File: src/rtl/hss_ctrl_map.svh
// Overview of operation
// - Enable low: sleep, high side output and low gate drive off.
// - In sleep the fault status line stays released high.
// - Enable rising: normal mode, inputs ignored during the blanking interval.
// - Blanking interval nominally 25 us, within 10 to 50 us.
// - Cross-conduction config low: both switches follow their inputs independently.
// - Config high: never both on; high side input wins.
// - Config high: low gate rises only after high gate falls below 2 V.
// - Fault status pulled low while any fault is detected.
// - Under-voltage turns high side off until supply recovers with hysteresis.
// - Under-voltage clears latched faults and reports in real time.
// - Over-temperature monitored in every output state.
// - High side over-temperature turns output off until cooled, repeatedly.
// - Low gate driver over-temperature turns both outputs off until cooled.
// - Fault release after over-temperature delayed by the blanking interval.
// - Any over-temperature forces temperature feedback output to zero.
// - Over-temperature fault self-clears; over-current and overload stay latched.
// - High side over-current turns output off, latches, zeroes current sense.
// - Over-current clears after high input held low for reset time.
// - Latched over-current drives current sense high once input is low.
// - Fault reset time nominally 200 us, within 100 to 400 us.
// - Low side overload detection armed only while low input high.
// - Low overload latches, gate off, threshold current source disabled.
// - Low overload clears after low input held low for reset time.
`ifndef HSS_CTRL_MAP_SVH
`define HSS_CTRL_MAP_SVH

`define CLK_PERIOD_NS      10
`define BLANK_TIME_US      25
`define BLANK_CYCLES       ((`BLANK_TIME_US * 1000) / `CLK_PERIOD_NS)
`define FAULT_RESET_US     200
`define FAULT_RESET_CYCLES ((`FAULT_RESET_US * 1000) / `CLK_PERIOD_NS)
`define CNT_WIDTH          16

`endif

File: src/rtl/hss_ctrl_pkg.sv
package hss_ctrl_pkg;
    typedef enum logic [1:0] {
        SLEEP,
        BLANK,
        NORMAL
    } mode_t;

    typedef struct packed {
        logic enable;
        logic hsIn;
        logic lsIn;
        logic xcondCfg;
    } ctrl_in_t;

    typedef struct packed {
        logic supplyUnder;
        logic supplyRecovered;
        logic hsOverTemp;
        logic lsOverTemp;
        logic hsOverCurrent;
        logic lowDrainOver;
        logic hsGateBelow2v;
    } sense_in_t;
endpackage

File: src/rtl/interval_timer.sv
`timescale 1ns/1ps
// counts while run is high; done once count reaches limit
module interval_timer #(
    parameter int WIDTH = 16
) (
    input  wire logic             core_clk,
    input  wire logic             reset,
    input  wire logic             run,
    input  wire logic [WIDTH-1:0] limit,
    output logic                  done
);
    logic [WIDTH-1:0] count;

    always_ff @(posedge core_clk or posedge reset) begin
        if (reset) begin
            count <= '0;
        end else if (!run) begin
            count <= '0;
        end else if (count != limit) begin
            count <= count + 1'b1;
        end
    end

    assign done = run && (count == limit);
endmodule

File: src/rtl/fault_latch.sv
`timescale 1ns/1ps
`include "hss_ctrl_map.svh"
// latches on trip, clears after releaseLow held high for hold cycles
module fault_latch #(
    parameter int HOLD_CYCLES = `FAULT_RESET_CYCLES
) (
    input  wire logic core_clk,
    input  wire logic reset,
    input  wire logic trip,
    input  wire logic releaseLow,
    input  wire logic forceClear,
    output logic      latched
);
    logic holdDone;

    interval_timer #(.WIDTH(`CNT_WIDTH)) holdTimer (
        .core_clk (core_clk),
        .reset    (reset),
        .run      (latched && releaseLow),
        .limit    (`CNT_WIDTH'(HOLD_CYCLES)),
        .done     (holdDone)
    );

    always_ff @(posedge core_clk or posedge reset) begin
        if (reset) begin
            latched <= 1'b0;
        end else if (trip) begin
            latched <= 1'b1;
        end else if (forceClear || holdDone) begin
            latched <= 1'b0;
        end
    end
endmodule

File: src/rtl/hss_ctrl.sv
`timescale 1ns/1ps
`include "hss_ctrl_map.svh"
module hss_ctrl
    import hss_ctrl_pkg::*;
#(
    parameter int BLANK_CYCLES = `BLANK_CYCLES,
    parameter int RESET_CYCLES = `FAULT_RESET_CYCLES
) (
    input  wire logic      core_clk,
    input  wire logic      reset,
    input  wire ctrl_in_t  ctrl,
    input  wire sense_in_t sense,
    output logic           highSideOn,
    output logic           low_gate_drive,
    output logic           fault_status_n_oe,
    output logic           tempFeedbackZero,
    output logic           current_sense_low,
    output logic           current_sense_high,
    output logic           lowThresholdSourceOn,
    output logic           bootstrapChargeOn
);
    mode_t mode;
    logic  blankDone;
    logic  uvActive;
    logic  otActive;
    logic  otWasActive;
    logic  otReleaseRun;
    logic  otReleaseDone;
    logic  ocLatched;
    logic  lsLatched;
    logic  ocTrip;
    logic  lsTrip;
    logic  hsCmd;
    logic  lsCmd;
    logic  next_highSideOn;
    logic  next_lowGate;
    logic  awake;

    // mode sequencing
    always_ff @(posedge core_clk or posedge reset) begin
        if (reset) begin
            mode <= SLEEP;
        end else if (!ctrl.enable) begin
            mode <= SLEEP;
        end else begin
            case (mode)
                SLEEP:   mode <= BLANK;
                BLANK:   if (blankDone) mode <= NORMAL;
                NORMAL:  mode <= NORMAL;
                default: mode <= SLEEP;
            endcase
        end
    end

    interval_timer #(.WIDTH(`CNT_WIDTH)) blankTimer (
        .core_clk (core_clk),
        .reset    (reset),
        .run      (mode == BLANK && ctrl.enable),
        .limit    (`CNT_WIDTH'(BLANK_CYCLES)),
        .done     (blankDone)
    );

    assign awake = (mode != SLEEP);

    // under-voltage with hysteresis
    always_ff @(posedge core_clk or posedge reset) begin
        if (reset) begin
            uvActive <= 1'b0;
        end else if (sense.supplyUnder) begin
            uvActive <= 1'b1;
        end else if (sense.supplyRecovered) begin
            uvActive <= 1'b0;
        end
    end

    assign otActive = sense.hsOverTemp || sense.lsOverTemp;

    // over-temperature release delay
    always_ff @(posedge core_clk or posedge reset) begin
        if (reset) begin
            otWasActive <= 1'b0;
        end else if (!awake) begin
            otWasActive <= 1'b0;
        end else if (otActive) begin
            otWasActive <= 1'b1;
        end else if (otReleaseDone) begin
            otWasActive <= 1'b0;
        end
    end

    assign otReleaseRun = otWasActive && !otActive;

    interval_timer #(.WIDTH(`CNT_WIDTH)) otTimer (
        .core_clk (core_clk),
        .reset    (reset),
        .run      (otReleaseRun),
        .limit    (`CNT_WIDTH'(BLANK_CYCLES)),
        .done     (otReleaseDone)
    );

    assign ocTrip = awake && sense.hsOverCurrent && highSideOn;
    assign lsTrip = awake && ctrl.lsIn && sense.lowDrainOver;

    fault_latch #(.HOLD_CYCLES(RESET_CYCLES)) ocFault (
        .core_clk   (core_clk),
        .reset      (reset),
        .trip       (ocTrip),
        .releaseLow (!ctrl.hsIn),
        .forceClear (sense.supplyUnder || !awake),
        .latched    (ocLatched)
    );

    fault_latch #(.HOLD_CYCLES(RESET_CYCLES)) lsFault (
        .core_clk   (core_clk),
        .reset      (reset),
        .trip       (lsTrip),
        .releaseLow (!ctrl.lsIn),
        .forceClear (sense.supplyUnder || !awake),
        .latched    (lsLatched)
    );

    // command gating and cross-conduction
    always_comb begin
        hsCmd = (mode == NORMAL) && ctrl.hsIn;
        lsCmd = (mode == NORMAL) && ctrl.lsIn;
        next_highSideOn = hsCmd && !uvActive && !otActive
                          && !ocLatched && !ocTrip;
        if (ctrl.xcondCfg) begin
            // high side wins; low waits for gate below 2 V
            next_lowGate = lsCmd && !hsCmd && !highSideOn
                           && sense.hsGateBelow2v;
        end else begin
            next_lowGate = lsCmd;
        end
        if (sense.lsOverTemp || lsLatched || lsTrip) begin
            next_lowGate = 1'b0;
        end
    end

    always_ff @(posedge core_clk or posedge reset) begin
        if (reset) begin
            highSideOn     <= 1'b0;
            low_gate_drive <= 1'b0;
        end else begin
            highSideOn     <= next_highSideOn;
            low_gate_drive <= next_lowGate;
        end
    end

    // status outputs
    always_ff @(posedge core_clk or posedge reset) begin
        if (reset) begin
            fault_status_n_oe    <= 1'b0;
            tempFeedbackZero     <= 1'b0;
            current_sense_low    <= 1'b0;
            current_sense_high   <= 1'b0;
            lowThresholdSourceOn <= 1'b0;
            bootstrapChargeOn    <= 1'b0;
        end else begin
            fault_status_n_oe    <= awake && (uvActive || otActive
                                    || otWasActive || ocLatched
                                    || lsLatched);
            tempFeedbackZero     <= awake && otActive;
            current_sense_low    <= awake && ocLatched
                                    && ctrl.hsIn;
            current_sense_high   <= awake && ocLatched
                                    && !ctrl.hsIn;
            lowThresholdSourceOn <= awake && !lsLatched;
            bootstrapChargeOn    <= awake;
        end
    end
endmodule

File: config.mk
export PLATFORM = sky130hd
export DESIGN_NAME = hss_ctrl
export DESIGN_NICKNAME = d
export VERILOG_FILES = /design/src/rtl/hss_ctrl_pkg.sv /design/src/rtl/interval_timer.sv /design/src/rtl/fault_latch.sv /design/src/rtl/hss_ctrl.sv
export VERILOG_INCLUDE_DIRS = /design/src /design/src/rtl
export SDC_FILE = /design/constraint.sdc
export NUM_CORES = 1
export LEC_CHECK = 0
export CAP_MARGIN = 20
export CORE_MARGIN = 8
export CORE_UTILIZATION = 65
export CTS_BUF_LIST = sky130_fd_sc_hd__clkbuf_4 sky130_fd_sc_hd__clkbuf_8 sky130_fd_sc_hd__clkbuf_16
export CTS_CLUSTER_DIAMETER = 150
export DETAILED_ROUTE_END_ITERATION = 8
export DONT_BUFFER_PORTS = 1
export PLACE_DENSITY = 0.77
export SLEW_MARGIN = 25
export SYNTH_ARGS = -nofsm -noshare
export SYNTH_HDL_FRONTEND = slang
export SYNTH_HIERARCHICAL = 1
export SYNTH_SLANG_ARGS = --single-unit
File: constraint.sdc
create_clock -name core_clk -period 2.5 [get_ports core_clk]
set_clock_uncertainty 0.1 [all_clocks]
set_input_delay 0 -clock core_clk [delete_from_list [all_inputs] [get_ports core_clk]]
set_output_delay 0 -clock core_clk [all_outputs]
set_load 0.01 [all_outputs]
==> Word level (Yosys, flattened, before mapping) <==
Index checks and enable logic that the tools add are counted.
{ "word_totals": {"reg_bits": 78, "inputBits": 13, "out_inout_bits": 8, "wordCells": 111} }
{ "op_classes": {"n_addsub": 4, "eq_ne": 16, "muxes": 22, "reduce_logical": 52} }
{ "ops": {"columns": ["operator", "count"], "rows": [
  ["16-bit 2-to-1 mux", 8],
  ["16-bit by 1-bit adder with 16-bit output, second input constant", 4],
  ["16-bit by 12-bit == test with 1-bit output, second input constant", 2],
  ["16-bit by 15-bit == test with 1-bit output, second input constant", 2],
  ["16-bit by 12-bit inequality test with 1-bit output, second input constant", 2],
  ["16-bit by 15-bit inequality test with 1-bit output, second input constant", 2],
  ["1-bit logical AND", 27],
  ["1-bit 2-to-1 mux", 11],
  ["1-bit zero test", 10],
  ["1-bit logical OR", 10],
  ["2-bit nonzero test", 4],
  ["3-bit inequality test, second input constant", 2],
  ["2-bit one-hot mux with 3 select lines", 1],
  ["2-bit 2-to-1 mux", 2],
  ["2-bit by 1-bit inequality test with 1-bit output, second input constant", 2],
  ["2-bit inequality test, second input constant", 2],
  ["2-bit by 1-bit == test with 1-bit output, second input constant", 1],
  ["2-bit == test, second input constant", 1],
  ["2-bit zero test", 1]
]} }

==> Logic depth before layout (Yosys ltp) <==
{ "logic_depth": {"depth_word": 8, "ltp_mapped": 10} }

==> Hierarchy <==
Netlist, hierarchy kept.
{ "modules_own_cells": {"columns": ["module", "instances", "cells_per_inst", "area_each_um2", "seq_area_each_um2"], "rows": [
  ["interval_timer", 4, 138, 1285.0, 400.4],
  ["hss_ctrl", 1, 51, 556.8, 300.3],
  ["fault_latch", 2, 7, 53.8, 25.0]
]} }

==> Worst setup path before layout <==
No wires, ideal clock.
{ "synth_path": {"path_kind": "register to register", "start": "register mode[1]", "end": "register mode[0]", "setup_ns": 0.120, "arrival_time_ns": 1.963, "path_slack_ns": 0.317, "path_stages_with_launch": 11, "cell_sequence": "dfrtp_1 > inv_1 > ha_1 > and2_1 > clkbuf_1 > inv_1 > clkbuf_1 > nor4_1 > nand2b_1 > mux2i_1 > nor2b_1"} }
{ "synth_between": {"elab_chain_len": 4} }
{ "synth_lines": {"columns": ["item", "line_no", "source"], "rows": [
  ["from (decl)", "hss_ctrl.sv:22", "mode_t mode;"],
  ["from (signal assigned)", "hss_ctrl.sv:42", "mode <= SLEEP;"],
  ["from (signal assigned)", "hss_ctrl.sv:44", "mode <= SLEEP;"],
  ["from (signal assigned)", "hss_ctrl.sv:47", "SLEEP: mode <= BLANK;"],
  ["2-bit by 1-bit == test with 1-bit output", "hss_ctrl.sv:58", ".run (mode == BLANK && ctrl.enable),"],
  ["1-bit logical AND", "hss_ctrl.sv:58", null],
  ["1-bit logical AND", "interval_timer.sv:24", "assign done = run && (count == limit);"],
  ["named net blankDone", "hss_ctrl.sv:23", "logic blankDone;"],
  ["3-bit inequality test (no source line)", null, null]
]} }
The timed path passes the listed nets, and every way through them passes these cells.
A chain may end at the register's enable or synchronous reset.

==> Worst setup path in the final report <==
{ "layout_path": {"start": "register mode[1]", "end": "register blankTimer.count[14]"} }
{ "layout_between": {"elab_chain_len": 3} }
{ "layout_lines": {"columns": ["item", "line_no", "source"], "rows": [
  ["2-bit by 1-bit == test with 1-bit output *", "hss_ctrl.sv:58", null],
  ["1-bit logical AND *", "hss_ctrl.sv:58", null],
  ["2-bit inequality test (no source line) / 16-bit 2-to-1 mux (equally long branches)", null, null],
  ["to (signal assigned)", "interval_timer.sv:20", "count <= count + 1'b1;"],
  ["to (decl)", "interval_timer.sv:12", "logic [WIDTH-1:0] count;"]
]} }
Every way passes the cells marked *; elsewhere a longest branch is shown, timed or not.

==> results <==
- The share of flip-flops with an asynchronous set or reset after synthesis is 100%.
- The die outline area is between 10000 and 15000 um^2.
- CTS placed an instance of clkbuf_8 at the clock tree root.
- The detail route stage leaves a number of antenna-violating nets equal to 0.
- Summed over all cells, the static leakage comes to 3.00 nW.
- The average routed wire per standard cell is ~17 um.
- After synthesis, the largest family of logic cells by area is simple AND/OR/NAND/NOR gates.
- The run finished with clean final reports.
- Across the VDD grid, the largest voltage drop is 290 uV.
- The setup slack of the most critical reg-to-reg path is 0.24 ns.
- The slew at the pin closest to its max-slew limit is 0.668 ns.
- Together, buffers and inverters on the worst path number 1.
- The number of global-route vias before repair is 4807.
- The H-tree level count is 3.
- The cell class contributing the biggest share of worst-path delay is simple AND/OR/NAND/NOR gates.
- Port buffering added 0 buffers.
- The initialized floorplan defines 34 standard-cell rows.
- The core region area is 8680 um^2.
- The number of max-slew violations in the final report is 0.
- The number of violations of the max-capacitance limit is 0.
- The die is 110 um wide.
- The worst path in the final design needs a cycle of 2.26 ns, including I/O delays and setup.
- The path class of the lowest-slack min-delay path is in -> async.
- The data required time of the worst path is 2.63 ns.
- The post-synthesis adder-cell area fraction is 1.72%.
- After the first detailed-routing iteration, the DRC count stood at between 200 and 300.
- The top cell types in the final layout, fill and taps aside, are 78 x dfrtp_1, 64 x conb_1, 52 x xor2_1.
- The arrival time of the worst setup path is 2.40 ns.
- The final number of hold-violating endpoints is 0.
- In the final layout, the share of cells above drive strength 1 is between 10 and 15%.
- The average cell area after synthesis is ~9.4 um^2.
- Summed over all failing endpoints, the final setup total negative slack is 0 ns.
- The synthesized design contains 78 register bits.
- After detailed routing, the number of vias per cell comes to 6.37.
- The number of failing setup endpoints in the final timing report is 0.
- For this run, design rule violations remaining after detail routing come to 0.
- The sequential share of the synthesized area is between 30% and 40%.
- The sum of routed wire length over all layers is 13400 um.
- The mux share of post-synthesis cell area is around 2.6%.
- TritonCTS built the clock tree.
- Traced cell by cell, the critical path runs through inv_1, ha_1, and2_1, nand2_1, nor4b_4, and2_4, mux2_2.
- Setup repair after global routing left no endpoint under its margin.
- The pre-antenna-repair detailed-routing pass consisted of 5 iterations.
- The synthesized netlist devotes roughly 17% of its cell area to compound gates.
- Static timing analysis puts the maximum clock frequency at 442 MHz.
- Final hold analysis gives a worst-case slack of ~0.02 ns.
- The overall track demand over capacity in global routing is between 20% and 30%.
- Among all stages on the critical path, the largest delay is contributed by dfrtp_1.
- The largest fanout on the critical path is 15.
- The via count is 5003.
- The most frequent standard cell in the layout excluding fill and tap cells is dfrtp_1.
- The total of warnings raised by yosys is 6.
- The total power draw is 2.91 mW.
- The startpoint identified for the worst register-to-register timing path is mode[1]$_DFFE_PP0P_.
- The number of distinct standard cells referenced by the synthesized netlist is 46.
- The number of setup buffers added after CTS is 0.
- The largest net degree at the start of global routing is 20.
- The initial antenna violation count is 0.
- The first-pass GRT wire length is 23100 um.
- The number of cell instances on the worst register-to-register path is 7.
- Headroom to the max-slew limit came out at between 50% and 60%.
- For this design the ratio of total power to cell area is around 460 nW/um^2.
- The final weighted congestion of routability-driven global placement is 0.882.
- The number of standard cells after synthesis is 617.
- The startpoint class of the critical path is a flop.
- From synthesis to final layout, the design area changed by 9.68%.
- The number of enable flip-flop cells after synthesis is 0.
- The xor/xnor cell area share of the yosys netlist is 10.3%.
- Detailed placement finished with a half-perimeter wire length of roughly 9600 um.
- The commonest register cell after synthesis is dfrtp_1.
- The summed instance area of the synthesized netlist is 5800 um^2.
- In this run, CTS created clock tree buffers numbering 9.
- The final critical path takes up 90.5% of the cycle.
- The post-synthesis share of cell area spent on and, or, nand and nor gates is approximately 29%.
- The longest clock path from root to sink contains 2 buffers.
- The type of the setup path with the least slack is reg -> reg.
- The number of top-level design ports is 21.
- 0 antenna diodes ended up in the layout.
- The stage delay of the slowest cell on the critical path is between 0.4 and 0.5 ns.
- For this run the aggregate overflow at the end of global routing stands at 0.
- The height of the die is around 110 um.
- The number of clock sinks is 78.
- The initial utilization of the core area, before any placement, comes to 66.9%.
- The number of nets in the final layout is about 700.
- After clock tree synthesis, the clock-pin slew on the worst setup and hold paths is 0.08 ns.
- The end of the worst register-to-register path is blankTimer/count[14]$_DFFE_PP0P_.
- The clock reaches the later pin of the worst-skew pair after 0.35 ns.
- The worst setup path is captured at a flop.
-- cells in the mapped netlist, types with 20 or more instances --
library cell | number | area share (%)
dfrtp_1 | 78 | 34
a31oi_1 | 44 | 4.7
nand3_1 | 48 | 4.1
clkbuf_1 | 24 | 1.6
o41ai_2 | 20 | 5.6
nor4_1 | 20 | 2.2
and3_1 | 47 | 5.1
o21ai_0 | 20 | 1.7
nand2_1 | 42 | 2.7
xor2_1 | 52 | 7.8
-- sequential cells by signal (all words and copies together), names as in the netlist --
| register | flops |
|---|---|
| lowThresholdSourceOn | 1 |
| fault_status_n_oe | 1 |
| current_sense_low | 1 |
| current_sense_high | 1 |
| lsFault/latched | 1 |
| low_gate_drive | 1 |
| ocFault/latched | 1 |
| tempFeedbackZero | 1 |
| otTimer/count | 16 |
| lsFault/holdTimer/count | 16 |
| mode | 2 |
| highSideOn | 1 |
| blankTimer/count | 16 |
| ocFault/holdTimer/count | 16 |
| otWasActive | 1 |
| bootstrapChargeOn | 1 |
| uvActive | 1 |
-- area by class of cell --
type / count / area (um^2)
multi-input cells: 536 / 3740
fillers: 651 / 2310
flip-flops and latches: 78 / 1950
repair buffers: 31 / 265
clock buffers: 13 / 166
well taps: 108 / 135
inverters: 17 / 63.8
clock inverters: 3 / 42.5
-- worst max-delay path by stage --
stage,startpoint,to,slack (ns),depth (start not counted)
after CTS,blankTimer/count[3]$_DFFE_PP0P_,mode[1]$_DFFE_PP0P_,0.25,7
after detailed placement,mode[1]$_DFFE_PP0P_,blankTimer/count[14]$_DFFE_PP0P_,0.24,7
final,mode[1]$_DFFE_PP0P_,blankTimer/count[14]$_DFFE_PP0P_,0.24,7
after global placement,mode[1]$_DFFE_PP0P_,blankTimer/count[12]$_DFFE_PP0P_,0.36,7
after floorplan,mode[1]$_DFFE_PP0P_,mode[0]$_DFFE_PP0P_,0.32,10
after global routing,blankTimer/count[3]$_DFFE_PP0P_,mode[1]$_DFFE_PP0P_,0.10,7
-- worst reg2reg max path, cell delays in order (launching register included) --
cell	delay, ns
dfrtp_1	0.41
inv_1	0.12
ha_1	0.17
and2_1	0.30
nand2_1	0.14
nor4b_4	0.25
and2_4	0.31
mux2_2	0.36
-- power by group --
group	switching [mW]	internal, mW	total [mW]	leakage [nW]
Clock	0.447	0.537	0.985	0.106
Combinational	0.325	0.183	0.508	1.81
Sequential	0.0839	1.33	1.41	1.08
Total	0.857	2.05	2.91	3.00
-- cell families (layout without fill, tap and decap cells) --
| kind of cell | after synthesis | after routing |
|---|---|---|
| flip-flops | 78 | 78 |
| AND/OR/NAND/NOR | 264 | 264 |
| multiplexers | 14 | 14 |
| other | 6 | 64 |
| adder cells (fa/ha/maj) | 8 | 8 |
| buffers and inverters | 61 | 64 |
| AO/OA/AOI/OAI | 118 | 118 |
| XOR/XNOR | 68 | 68 |
-- through the flow --
step                util, %  worst slack, ns  area [um^2]  cells
floorplan                 -            0.317         6020    675
global placement       69.4            0.357         6030    757
detailed placement     69.4            0.245         6030    757
CTS                    73.4            0.247         6370    786
global route           73.4            0.101         6370    786
finish                 73.4            0.238         6370    786
-- layer usage --
layer,share of wire (%),global-route usage (%),vias up
li1,-,-,2389
met1,45,29.0,2434
met2,48,35.2,162
met3,5.5,3.41,18
met4,1.5,7.48,0
met5,0,0,-
-- timing repair --
action                                 in CTS  in global routing
gates resized for setup                     0                  0
endpoints found under the hold margin      90                  0
hold buffers                               13                  0
No activity file was read; power rests on OpenSTA's default activity.
